==> config.mk <==
export PLATFORM = sky130hd
export DESIGN_NAME = chtp_host_port
export DESIGN_NICKNAME = d
export VERILOG_FILES = /design/src/design/chtp_pkg.sv /design/src/design/chtp_byte_cursor.sv /design/src/design/chtp_lane_decode.sv /design/src/design/chtp_host_port.sv
export SDC_FILE = /design/constraint.sdc
export NUM_CORES = 1
export LEC_CHECK = 0
export BUFFER_PORTS_ARGS = -buffer_cell sky130_fd_sc_hd__buf_4
export CAP_MARGIN = 40
export CORE_MARGIN = 3
export CORE_UTILIZATION = 46
export DETAILED_ROUTE_END_ITERATION = 10
export PLACE_DENSITY = 0.74
export SETUP_SLACK_MARGIN = 0.15
export SLEW_MARGIN = 0
export SYNTH_ARGS = -nofsm -noshare
export SYNTH_HDL_FRONTEND = slang
export SYNTH_SLANG_ARGS = --single-unit
==> constraint.sdc <==
create_clock -name CORE_CLK -period 2.1 [get_ports CORE_CLK]
set_clock_uncertainty 0.2 [all_clocks]
set_input_delay 0.105 -clock CORE_CLK [delete_from_list [all_inputs] [get_ports CORE_CLK]]
set_output_delay 0.105 -clock CORE_CLK [all_outputs]
set_load 0.01 [all_outputs]
==> src/design/chtp_pkg.sv <==
package chtp_pkg;

  // direct register offsets
  localparam logic [3:0] OFS_INDEX      = 4'h0;
  localparam logic [3:0] OFS_IND_LOW    = 4'h2;
  localparam logic [3:0] OFS_IND_HIGH   = 4'h3;
  localparam logic [3:0] OFS_DEBUG      = 4'h4;
  localparam logic [3:0] OFS_STATUS     = 4'h5;
  localparam logic [3:0] OFS_SAMPLE     = 4'h6;
  localparam logic [3:0] OFS_SPARE7     = 4'h7;
  localparam logic [3:0] OFS_PLAY_SETUP = 4'h8;
  localparam logic [3:0] OFS_CAP_SETUP  = 4'h9;
  localparam logic [3:0] OFS_SPARE10    = 4'hA;
  localparam logic [3:0] OFS_SPARE11    = 4'hB;

  // index value that exposes the low-byte holding latch
  localparam logic [5:0] LATCH_INDEX    = 6'h00;

  // status register bit positions
  localparam int ST_PB_HALF_ROOM = 7;
  localparam int ST_PB_READY     = 6;
  localparam int ST_PB_SIDE      = 5;
  localparam int ST_PB_BYTE_HALF = 4;
  localparam int ST_CAP_HALF     = 3;
  localparam int ST_CAP_READY    = 2;
  localparam int ST_CAP_SIDE     = 1;
  localparam int ST_CAP_BYTE_HALF = 0;
  // debug register bit positions
  localparam int DBG_PB_UNDERRUN = 5;
  localparam int DBG_CAP_OVERRUN = 4;
  // index register bit 7: port ready
  localparam int IDX_READY       = 7;

  // fifo thresholds in bytes
  localparam logic [6:0] HALF_ROOM_BYTES = 7'h20;
  localparam logic [6:0] GROUP_BYTES     = 7'h04;
  localparam logic [1:0] LAST_LANE       = 2'h3;

  // {format[1:0], compand} codes
  localparam logic [2:0] FMT_U8    = 3'h0;
  localparam logic [2:0] FMT_MULAW = 3'h1;
  localparam logic [2:0] FMT_LE16  = 3'h2;
  localparam logic [2:0] FMT_ALAW  = 3'h3;
  localparam logic [2:0] FMT_BE16  = 3'h6;

  // playback and capture setup share one layout
  typedef struct packed {
    logic       drq_block;
    logic       dac_zero;
    logic [1:0] format_code;
    logic       compand;
    logic       stereo;
    logic       xfer_pio;
    logic       run;
  } chtp_setup_type;

  localparam chtp_setup_type SETUP_RESET = 8'h00;

  typedef struct packed {
    logic legal;
    logic wide;
    logic upper;
    logic left;
  } chtp_lane_type;

  typedef struct packed {
    logic [1:0] idx;
    logic       done;
  } chtp_cursor_type;

  localparam chtp_cursor_type CURSOR_RESET = 3'h0;

  typedef struct packed {
    logic [5:0]     index;
    logic [7:0]     latch;
    chtp_setup_type play_setup;
    chtp_setup_type cap_setup;
    logic [31:0]    pb_group;
    logic           pb_valid;
    logic [31:0]    cap_group;
    logic           cap_have;
    logic           cap_taken;
    logic [7:0]     rdata;
    logic           ind_wr;
    logic [15:0]    ind_wdata;
    logic           pb_under;
    logic           pb_armed;
    logic           cap_over;
    logic           cap_armed;
    logic [15:0]    dac_out;
  } chtp_port_state_type;

  localparam chtp_port_state_type PORT_RESET = '0;

endpackage

==> src/design/chtp_byte_cursor.sv <==
module chtp_byte_cursor (
  // clock and reset
  input  wire logic                     clk,
  input  wire logic                     rst_n,
  // control
  input  wire logic                     restart,
  input  wire logic                     step,
  // position
  output chtp_pkg::chtp_cursor_type     pos
);

  chtp_pkg::chtp_cursor_type s_q;
  chtp_pkg::chtp_cursor_type s_d;

  always_comb begin
    s_d = s_q;
    if (restart) begin
      s_d = chtp_pkg::CURSOR_RESET;
    end else if (step && !s_q.done) begin
      // parks on the last lane; later steps leave it there
      if (s_q.idx == chtp_pkg::LAST_LANE) begin
        s_d.done = 1'b1;
      end else begin
        s_d.idx = s_q.idx + 2'h1;
      end
    end
  end

  always_ff @(posedge clk) begin
    if (!rst_n) begin
      s_q <= chtp_pkg::CURSOR_RESET;
    end else begin
      s_q <= s_d;
    end
  end

  assign pos = s_q;

endmodule

==> src/design/chtp_lane_decode.sv <==
module chtp_lane_decode (
  // format and lane
  input  chtp_pkg::chtp_setup_type  setup,
  input  wire logic [1:0]           lane,
  // meaning of the lane
  output chtp_pkg::chtp_lane_type   info
);

  logic [2:0] code;

  assign code = {setup.format_code, setup.compand};

  always_comb begin
    info.legal = (code == chtp_pkg::FMT_U8) || (code == chtp_pkg::FMT_MULAW) ||
                 (code == chtp_pkg::FMT_LE16) || (code == chtp_pkg::FMT_ALAW) ||
                 (code == chtp_pkg::FMT_BE16);
    info.wide  = (code == chtp_pkg::FMT_LE16) || (code == chtp_pkg::FMT_BE16);
    if (!info.wide) begin
      // 8-bit: every lane is a whole sample, reported as upper
      info.upper = 1'b1;
      info.left  = !setup.stereo || !lane[0];
    end else begin
      info.upper = (code == chtp_pkg::FMT_BE16) ? !lane[0] : lane[0];
      info.left  = !setup.stereo || !lane[1];
    end
  end

endmodule

==> src/design/chtp_host_port.sv <==
module chtp_host_port #(
  parameter int ROOM_W = 7
) (
  // clock and reset
  input  wire logic                CORE_CLK,
  input  wire logic                RST_N,
  // host register port
  input  wire logic [3:0]          HOST_ADDR,
  input  wire logic [7:0]          HOST_WDATA,
  input  wire logic                HOST_WR,
  input  wire logic                HOST_RD,
  output logic      [7:0]          HOST_RDATA,
  // host dma
  output logic                     DMA_PLAY_REQ,
  input  wire logic                DMA_PLAY_ACK,
  output logic                     DMA_CAP_REQ,
  input  wire logic                DMA_CAP_ACK,
  input  wire logic                CODEC_IRQ,
  // playback fifo
  input  wire logic [ROOM_W-1:0]   PB_FIFO_ROOM,
  input  wire logic                PB_FIFO_EMPTY,
  output logic      [31:0]         PB_GROUP_DATA,
  output logic                     PB_GROUP_VALID,
  // capture fifo
  input  wire logic [ROOM_W-1:0]   CAP_FIFO_FILL,
  input  wire logic                CAP_FIFO_FULL,
  input  wire logic [31:0]         CAP_GROUP_DATA,
  input  wire logic                CAP_GROUP_VALID,
  output logic                     CAP_GROUP_READY,
  output logic                     CAP_GROUP_TAKEN,
  // converter side
  input  wire logic                SAMPLE_TICK,
  input  wire logic [15:0]         DAC_SAMPLE_IN,
  output logic      [15:0]         DAC_SAMPLE_OUT,
  // indirect register file
  output logic      [5:0]          IND_ADDR,
  output logic      [15:0]         IND_WDATA,
  output logic                     IND_WR,
  input  wire logic [15:0]         IND_RDATA
);

  chtp_pkg::chtp_port_state_type s_q;
  chtp_pkg::chtp_port_state_type s_d;

  chtp_pkg::chtp_cursor_type pb_pos;
  chtp_pkg::chtp_cursor_type cap_pos;
  chtp_pkg::chtp_lane_type   pb_lane;
  chtp_pkg::chtp_lane_type   cap_lane;

  logic       pb_restart;
  logic       pb_step;
  logic       cap_restart;
  logic       cap_step;
  logic       pb_byte_in;
  logic       cap_byte_out;
  logic       pb_send;
  logic       cap_load;
  logic       pb_room4;
  logic       drq_hold;
  logic       reg_wr;
  logic       reg_rd;
  logic [7:0] cap_byte;
  logic [7:0] status_byte;

  // a dma acknowledge claims the strobe, the address is not decoded then
  assign reg_wr = HOST_WR && !DMA_PLAY_ACK;
  assign reg_rd = HOST_RD && !DMA_CAP_ACK;

  assign pb_room4 = PB_FIFO_ROOM >= chtp_pkg::GROUP_BYTES;

  // bytes enter playback only on the selected path while running
  always_comb begin
    pb_byte_in = 1'b0;
    if (s_q.play_setup.run) begin
      if (s_q.play_setup.xfer_pio) begin
        pb_byte_in = reg_wr && (HOST_ADDR == chtp_pkg::OFS_SAMPLE);
      end else begin
        pb_byte_in = HOST_WR && DMA_PLAY_ACK;
      end
    end
  end

  always_comb begin
    cap_byte_out = 1'b0;
    if (s_q.cap_setup.run) begin
      if (s_q.cap_setup.xfer_pio) begin
        cap_byte_out = reg_rd && (HOST_ADDR == chtp_pkg::OFS_SAMPLE);
      end else begin
        cap_byte_out = HOST_RD && DMA_CAP_ACK;
      end
    end
  end

  // a full group waits for room, then leaves as one unit
  assign pb_send    = pb_pos.done && pb_room4;
  assign pb_step    = pb_byte_in;
  assign pb_restart = pb_send || !s_q.play_setup.run;

  assign cap_load    = CAP_GROUP_VALID && CAP_GROUP_READY;
  assign cap_step    = cap_byte_out;
  assign cap_restart = cap_load || !s_q.cap_setup.run;

  // a blocked request only waits; the data path stays intact
  assign drq_hold = s_q.play_setup.drq_block && CODEC_IRQ;

  chtp_byte_cursor u_pb_cursor (
    .clk     (CORE_CLK),
    .rst_n   (RST_N),
    .restart (pb_restart),
    .step    (pb_step),
    .pos     (pb_pos)
  );

  chtp_byte_cursor u_cap_cursor (
    .clk     (CORE_CLK),
    .rst_n   (RST_N),
    .restart (cap_restart),
    .step    (cap_step),
    .pos     (cap_pos)
  );

  chtp_lane_decode u_pb_lane (
    .setup (s_q.play_setup),
    .lane  (pb_pos.idx),
    .info  (pb_lane)
  );

  chtp_lane_decode u_cap_lane (
    .setup (s_q.cap_setup),
    .lane  (cap_pos.idx),
    .info  (cap_lane)
  );

  assign cap_byte = s_q.cap_group[{cap_pos.idx, 3'h0} +: 8];

  always_comb begin
    status_byte = 8'h00;
    status_byte[chtp_pkg::ST_PB_HALF_ROOM] =
      PB_FIFO_ROOM >= chtp_pkg::HALF_ROOM_BYTES;
    status_byte[chtp_pkg::ST_PB_READY] = pb_room4 && !pb_pos.done;
    status_byte[chtp_pkg::ST_PB_SIDE] = pb_lane.left;
    status_byte[chtp_pkg::ST_PB_BYTE_HALF] = pb_lane.upper;
    status_byte[chtp_pkg::ST_CAP_HALF] = CAP_FIFO_FILL >= chtp_pkg::HALF_ROOM_BYTES;
    status_byte[chtp_pkg::ST_CAP_READY] = s_q.cap_have;
    status_byte[chtp_pkg::ST_CAP_SIDE] = cap_lane.left;
    status_byte[chtp_pkg::ST_CAP_BYTE_HALF] = cap_lane.upper;
  end

  always_comb begin
    s_d = s_q;
    s_d.pb_valid  = 1'b0;
    s_d.cap_taken = 1'b0;
    s_d.ind_wr    = 1'b0;

    // playback assembly: lanes past the last one are dropped by the cursor
    if (pb_byte_in && !pb_pos.done) begin
      s_d.pb_group[{pb_pos.idx, 3'h0} +: 8] = HOST_WDATA;
    end
    if (pb_send) begin
      s_d.pb_valid = 1'b1;
    end

    // capture hand-off: the group is gone once its last lane is read
    if (cap_load) begin
      s_d.cap_group = CAP_GROUP_DATA;
      s_d.cap_have  = 1'b1;
    end else if (cap_step && !cap_pos.done && cap_pos.idx == chtp_pkg::LAST_LANE) begin
      s_d.cap_have  = 1'b0;
      s_d.cap_taken = 1'b1;
    end

    // underrun: armed on the first empty tick, raised on the next; set wins
    if (SAMPLE_TICK && PB_FIFO_EMPTY && s_q.play_setup.run) begin
      s_d.pb_armed = 1'b1;
      if (s_q.pb_armed) begin
        s_d.pb_under = 1'b1;
      end
    end else if (pb_send) begin
      s_d.pb_armed = 1'b0;
      s_d.pb_under = 1'b0;
    end

    // overrun mirrors underrun on the capture side
    if (SAMPLE_TICK && CAP_FIFO_FULL && s_q.cap_setup.run) begin
      s_d.cap_armed = 1'b1;
      if (s_q.cap_armed) begin
        s_d.cap_over = 1'b1;
      end
    end else if (s_d.cap_taken) begin
      s_d.cap_armed = 1'b0;
      s_d.cap_over  = 1'b0;
    end

    // converter feed; while starved, hold or force zero
    if (SAMPLE_TICK) begin
      if (!s_q.pb_under) begin
        s_d.dac_out = DAC_SAMPLE_IN;
      end else if (s_q.play_setup.dac_zero) begin
        s_d.dac_out = 16'h0000;
      end
    end

    // register writes
    if (reg_wr) begin
      unique case (HOST_ADDR)
        chtp_pkg::OFS_INDEX: begin
          s_d.index = HOST_WDATA[5:0];
        end
        chtp_pkg::OFS_IND_LOW: begin
          s_d.latch = HOST_WDATA;
        end
        chtp_pkg::OFS_IND_HIGH: begin
          s_d.ind_wdata = {HOST_WDATA, s_q.latch};
          s_d.ind_wr    = 1'b1;
        end
        chtp_pkg::OFS_PLAY_SETUP: begin
          s_d.play_setup = HOST_WDATA;
        end
        chtp_pkg::OFS_CAP_SETUP: begin
          s_d.cap_setup = {1'b0, HOST_WDATA[6:0]};
        end
        // spare offsets and read-only registers ignore writes
        default: begin
        end
      endcase
    end

    // read data, one cycle behind the strobe
    if (cap_byte_out) begin
      s_d.rdata = cap_byte;
    end else if (reg_rd) begin
      unique case (HOST_ADDR)
        chtp_pkg::OFS_INDEX: begin
          s_d.rdata = {1'b1, 1'b0, s_q.index};
        end
        chtp_pkg::OFS_IND_LOW: begin
          if (s_q.index == chtp_pkg::LATCH_INDEX) begin
            s_d.rdata = s_q.latch;
          end else begin
            s_d.rdata = IND_RDATA[7:0];
          end
        end
        chtp_pkg::OFS_IND_HIGH: begin
          s_d.rdata = IND_RDATA[15:8];
        end
        chtp_pkg::OFS_DEBUG: begin
          s_d.rdata = 8'h00;
          s_d.rdata[chtp_pkg::DBG_PB_UNDERRUN] = s_q.pb_under;
          s_d.rdata[chtp_pkg::DBG_CAP_OVERRUN] = s_q.cap_over;
        end
        chtp_pkg::OFS_STATUS: begin
          s_d.rdata = status_byte;
        end
        chtp_pkg::OFS_SAMPLE: begin
          // capture idle or on dma: no pointer movement
          s_d.rdata = cap_byte;
        end
        chtp_pkg::OFS_PLAY_SETUP: begin
          s_d.rdata = s_q.play_setup;
        end
        chtp_pkg::OFS_CAP_SETUP: begin
          s_d.rdata = s_q.cap_setup;
        end
        default: begin
          s_d.rdata = 8'h00;
        end
      endcase
    end
  end

  always_ff @(posedge CORE_CLK) begin
    if (!RST_N) begin
      s_q <= chtp_pkg::PORT_RESET;
    end else begin
      s_q <= s_d;
    end
  end

  // dma requests: path selected, running, space or data there, not held
  assign DMA_PLAY_REQ = s_q.play_setup.run && !s_q.play_setup.xfer_pio &&
                        !pb_pos.done && pb_room4 && !drq_hold;
  assign DMA_CAP_REQ  = s_q.cap_setup.run && !s_q.cap_setup.xfer_pio &&
                        s_q.cap_have && !drq_hold;

  assign CAP_GROUP_READY = s_q.cap_setup.run && !s_q.cap_have;
  assign CAP_GROUP_TAKEN = s_q.cap_taken;
  assign PB_GROUP_DATA   = s_q.pb_group;
  assign PB_GROUP_VALID  = s_q.pb_valid;
  assign HOST_RDATA      = s_q.rdata;
  assign DAC_SAMPLE_OUT  = s_q.dac_out;
  assign IND_ADDR        = s_q.index;
  assign IND_WDATA       = s_q.ind_wdata;
  assign IND_WR          = s_q.ind_wr;

endmodule

==> results of run 1 <==
-- worst max-delay path by stage --
stage / cells past startpoint / to / slack (ns)
3_3_place_gp: 5 / HOST_RDATA[3] / 0.19
3_5_place_dp: 5 / HOST_RDATA[3] / 0.16
2_1_floorplan: 6 / PB_GROUP_DATA[10] / 0.05
4_1_cts: 5 / HOST_RDATA[3] / 0.16
5_1_grt: 6 / HOST_RDATA[6] / 0.16
6_report: 6 / HOST_RDATA[1] / 0.20
-- placed cells by master, fill, tap and decap left out, drive strengths merged, types with 3 or more instances in the layout --
cell type / instances
and3b: 4
dlygate4sd3: 78
a211oi: 4
and3: 3
o221ai: 3
o21ai: 12
clkbuf: 22
buf: 218
mux4: 8
and4bb: 3
nand4: 32
a21oi: 105
mux2i: 26
nor2b: 9
and2: 4
a221oi: 4
nor3b: 5
nand2b: 4
a22oi: 27
inv: 7
ha: 7
nor2: 55
mux2: 10
nand3: 21
nand2: 152
clkinv: 4
a22o: 3
dfxtp: 147
nand3b: 3
bufinv: 3
o22ai: 8
-- final cells by class --
class                   instances  area share, %
clock buffers                  22           5.00
clock inverters                 9           1.36
inverters                       7          0.303
multi-input cells             536           33.9
flip-flops and latches        147           31.1
well taps                     184           2.43
repair buffers                296           25.9
-- kinds of logic (layout without fill, tap and decap cells) --
kind of cell | count (synthesis) | after routing | share of synthesized area, %
adders and majority gates | 7 | 7 | 1.25
DFF | 147 | 147 | 42.1
and+or+nand+nor | 303 | 304 | 20.3
buffers and inverters | 144 | 334 | 12.8
AOI/OAI and AO/OA | 177 | 177 | 15.1
xor gates and xnor gates | 4 | 4 | 0.501
muxes | 44 | 44 | 7.91
-- state kept, by name (all words and copies together) (netlist names), 3 cells and up --
signal            count
s_q                  60
PB_GROUP_DATA        32
DAC_SAMPLE_OUT       16
IND_WDATA            16
HOST_RDATA            8
IND_ADDR              6
u_cap_cursor.pos      3
u_pb_cursor.pos       3
-- timing repair --
item	in CTS	in global routing
buffers inserted	0	8
gates cloned	0	1
hold buffers	78	0
gates resized for setup	2	17
endpoints found under the setup margin	1	37
hold endpoints to repair	144	0
pin swaps	0	4
-- routing by layer --
layer	vias up	part of all wire, %
li1	3155	-
met3	44	8.4
met4	0	2.6
met1	3021	42
met5	-	0
met2	292	47
-- metrics by stage --
stage / std cells / worst slack [ns]
6_report: 1201 / 0.197
5_1_grt: 1201 / 0.160
4_1_cts: 1192 / 0.158
3_5_place_dp: 1083 / 0.164
3_3_place_gp: 1082 / 0.188
2_1_floorplan: 826 / 0.0501
-- power by group --
| part | total (mW) | switching [mW] | internal (mW) |
|---|---|---|---|
| Combinational | 0.574 | 0.262 | 0.312 |
| Sequential | 2.83 | 0.0166 | 2.82 |
| Clock | 3.10 | 1.14 | 1.95 |
-- critical path, delay by kind of cell (launching register included) --
| kind | cells | cell delay [ns] |
|---|---|---|
| buf+inv | 1 | 0.16 |
| compound gates | 2 | 0.31 |
| flops | 1 | 0.36 |
| mux | 1 | 0.31 |
| simple gates | 2 | 0.44 |
==> impl_metrics.toml, run 1 <==
[run_status]
status = "complete, no violations"

[yosys]
synth_warnings = 0
synth.most_common_cell = "nand2_1"
ys_seq_elements = 147
yosysSeqAreaShare_pct = 42.1
synth_area_leaders = "dfxtp_1, buf_4, nand2_1, a21oi_1, mux2i_1"
synth_edf_count = 0
synthesis.area_mm2 = 0.00699
syn_inst = 826
synth_area_leader_cell = "dfxtp_1"
synthTopCellsByCount = "nand2_1, dfxtp_1, a21oi_1"
synth_cell_type_count = 62
async_flop_share_pct = 0
netlist.area_leader.share_pct = 42.1
avgSynthCellArea_um2 = 8.46
synthFlopType = "dfxtp_1"
syn_nets = 934

[sta]
rsz0062_at_grt = "yes"
post-route-period-util_pct = 90.6
period_needed_ns = 1.90
max_freq_ghz = 0.525
hold_ws_ns = 0.0226
drv_slew = 0
hold_violations = 0
tightest_slew_ns = 0.419
tns_ns = 0
timing.slew.headroom_pct = 71.9
finalSetupViolations = 0

[layout]
fillers = 1213
antennaDiodeCount = 0
multi_input_area_mm2 = 0.00322
fin_util_pct = 64.5
stdcell_area_mm2 = 0.00948
seq_area_mm2 = 0.00295
layout-drive-gt1-share_pct = 28.1
nets = 1113
synthToLayoutAreaGrowth_pct = 35.7

[place]
dpl_cell_area_mm2 = 0.00796
hpwl_um = 13600
io_buffers = 177
gp_congestion = 0.928

[worst_setup_path]
crit_fanout = 7
worstPathArrival_ns = 2.00
start_kind = "flip-flop"
crit_path_top_delay_cell = "dfxtp_2"
crit_required_ns = 2.20
reg2reg_from = "IND_ADDR[4]"
crit_path_start = "IND_ADDR[4]"
critPathMaxStageDelay_ns = 0.36
reg2regPathDepth = 6
endpoint_kind = "flip-flop"
worstReg2RegEnd = "HOST_RDATA[1]"
worstPathCellList = "nor4_4 > nand2_2 > buf_6 > mux2_2 > a221oi_2 > a21oi_1"
reg2reg_slack_ns = 0.20
critical_path_class = "flip-flop to flip-flop"

[die]
start_util_pct = 47.6
num_rows = 44
die-area_mm2 = 0.0167
die_w_um = 129
io_pins = 185
core-area_mm2 = 0.0147
die_y_um = 129

[cts]
clockRootBuffer = "clkbuf_16"
clock_latency_ns = 0.42
ctsHtreeMaxLevel = 4
cts_max_path_buffers = 2
path_clk_slew_ns = 0.06
cts_buffers = 17
cts_tree = "yes"
clock-sinks = 147

[pwr]
irDropWorstVdd_mv = 0.546
p_per_area_mw_per_mm2 = 686
power_mw = 6.50
cellLeakagePower_nw = 3.92

[grt]
globalRouteMet1Util_pct = 31.6
first_global_vias = 6110
grt_start_max_net_pins = 58
gr-total-overflow = 0
grtUsageMet3_pct = 6.60
globalRouteTotalUtil_pct = 24.5
antenna_found_initial = 0
grt_pass1_wl_um = 32000
busiest_layer = "met2"
met2_usage_pct = 39.5

[min_path]
hp-class = "primary input to flip-flop"
worstHoldStart = "DMA_CAP_ACK"
worstHoldPathCells = 4
hold_end = "u_cap_cursor.pos[0]"

[detailed_routing]
first_pass_iters = 5
detail_route.wl_per_cell_um = 17.4
finalWirelength_um = 20900
drc = 0
ant_nets = 0
vias = 6512
drt_iter0_drc = 481
vias_per_cell = 5.42

[flow_run]
cap_viol_max_count = 0
Power figures use the tool's default switching activity.
==> inputs of run 2 (changes only) <==
- PLACE_DENSITY: 0.74 -> 0.71
- clock period: 2.1 -> 2.35 ns (I/O delays scaled with it)
==> run 2 against run 1 <==
  * Total power is 9.9% lower
  * Combinational power shrank 14%
  * Final area down 2.9%
  * Maximum frequency is 7.8% lower
  * Die area stayed put
  * Flip-flop and latch count unchanged
  * Worst setup slack improved by 0.089 ns
  * Sequential power shrank 11%
  * Via count fell by 2.7%
  * Critical path type unchanged
  * Largest cell class unchanged
  * Largest power group unchanged
==> impl_metrics.toml, run 2 (synthesis results as in run 1) <==
[cts]
cts_buffers = 17
clock-sinks = 147
path_clk_slew_ns = 0.06
cts_tree = "yes"
clockRootBuffer = "clkbuf_16"
ctsHtreeMaxLevel = 4
clock_latency_ns = 0.41
cts_max_path_buffers = 2

[min_path]
worstHoldStart = "IND_RDATA[10]"
hp-class = "primary input to flip-flop"

[layout]
final_cell_mix = "buf_4, nand2_1, dfxtp_1"
stdcell_count = 1174
final_common_cell = "buf_4"
nets = 1086
largest_reg_flops = 60
fillers = 1266
synthToLayoutAreaGrowth_pct = 31.7
layout-drive-gt1-share_pct = 25.9
antennaDiodeCount = 0
largest-register = "s_q"

[grt]
first_global_vias = 5888
gr-total-overflow = 0
grt_pass1_wl_um = 31300
antenna_found_initial = 0
grt_start_max_net_pins = 62
globalRouteTotalUtil_pct = 23.9

[flow_run]
cap_viol_max_count = 0

[pwr]
p_per_area_mw_per_mm2 = 636
irDropWorstVdd_mv = 0.512
cellLeakagePower_nw = 3.78

[detailed_routing]
vias_per_cell = 5.40
detail_route.wl_per_cell_um = 17.3
drt_iter0_drc = 564
ant_nets = 0
first_pass_iters = 7
vias = 6336
drc = 0
finalWirelength_um = 20300

[sta]
max_freq_ghz = 0.484
hold_violations = 0
rsz0062_at_grt = "no"
finalSetupViolations = 0
post-route-period-util_pct = 87.8
timing.slew.headroom_pct = 55.5
drv_slew = 0
tightest_slew_ns = 0.663
period_needed_ns = 2.06
tns_ns = 0

[worst_setup_path]
crit_fanout = 6
reg2reg_from = "s_q[113]"
critical_path_class = "flip-flop to flip-flop"
crit_required_ns = 2.45
start_kind = "flip-flop"
endpoint_kind = "flip-flop"
worstPathArrival_ns = 2.17
crit_path_start = "s_q[113]"

[die]
start_util_pct = 47.6
core-area_mm2 = 0.0147
io_pins = 185
die_y_um = 129
die-area_mm2 = 0.0167
die_w_um = 129
num_rows = 44

[place]
dp.cells = 1071
io_buffers = 177
gp_congestion = 0.902
hpwl_um = 13500

[run_status]
status = "complete, no violations"
## run 2: stage by stage
stage          utilization, %  total power, mW  hold WS [ns]  setup WS [ns]  area, µm²
5_1_grt                  62.6             6.03        0.0463          0.193       9210
3_3_place_gp             53.5             2.97         0.164          0.419       7860
2_1_floorplan               -             2.78        0.0535          0.300       6990
3_5_place_dp             53.5             2.97         0.173          0.394       7870
4_1_cts                  62.6             5.88        0.0139          0.204       9200
6_report                 62.6             5.85        0.0276          0.286       9210
## run 2: final timing paths
path,end,slack [ns],cells after the start
setup / recovery,s_q[46],0.29,5
setup reg to reg,s_q[46],0.29,5
hold reg to reg,PB_GROUP_DATA[26],0.25,2
hold / removal,HOST_RDATA[2],0.03,5
## run 2: layer usage
layer / track usage, % / wire length, µm / vias up / part of all wire, %
met3: 5.85 / 1620 / 46 / 8.0
li1: - / - / 3095 / -
met4: 9.20 / 605 / 0 / 3.0
met1: 31.9 / 8700 / 2926 / 43
met5: 0 / 0 / - / 0
met2: 37.6 / 9400 / 269 / 46
## run 2: what timing repair did
action | in CTS | in global routing
endpoints found under the setup margin | 0 | 1
resized for setup | 0 | 3
hold endpoints to repair | 136 | 0
hold buffers | 72 | 0
setup buffers | 0 | 0
## run 2: area by class of cell
class                           instances  area [µm²]  area share [%]
Clock buffer                           21         460            5.00
Timing Repair Buffer                  270        2230            24.2
Tap cell                              184         230            2.50
Clock inverter                         10         156            1.70
Multi-Input combinational cell        535        3160            34.3
Inverter                                7        28.8           0.313
Sequential cell                       147        2940            32.0
## run 2: where the power goes
part	internal, mW	switching (mW)	total, mW
logic	0.263	0.230	0.493
registers	2.52	0.0156	2.53
clock network	1.82	1.01	2.83
total	4.60	1.26	5.85
## run 2: worst max-delay path, cell delays in order, from the launching register on
cell	delay, ns
dfxtp_1	0.43
and4b_1	0.23
a32o_2	0.20
nand3_1	0.18
o211a_1	0.17
dlygate4sd3_1	0.54
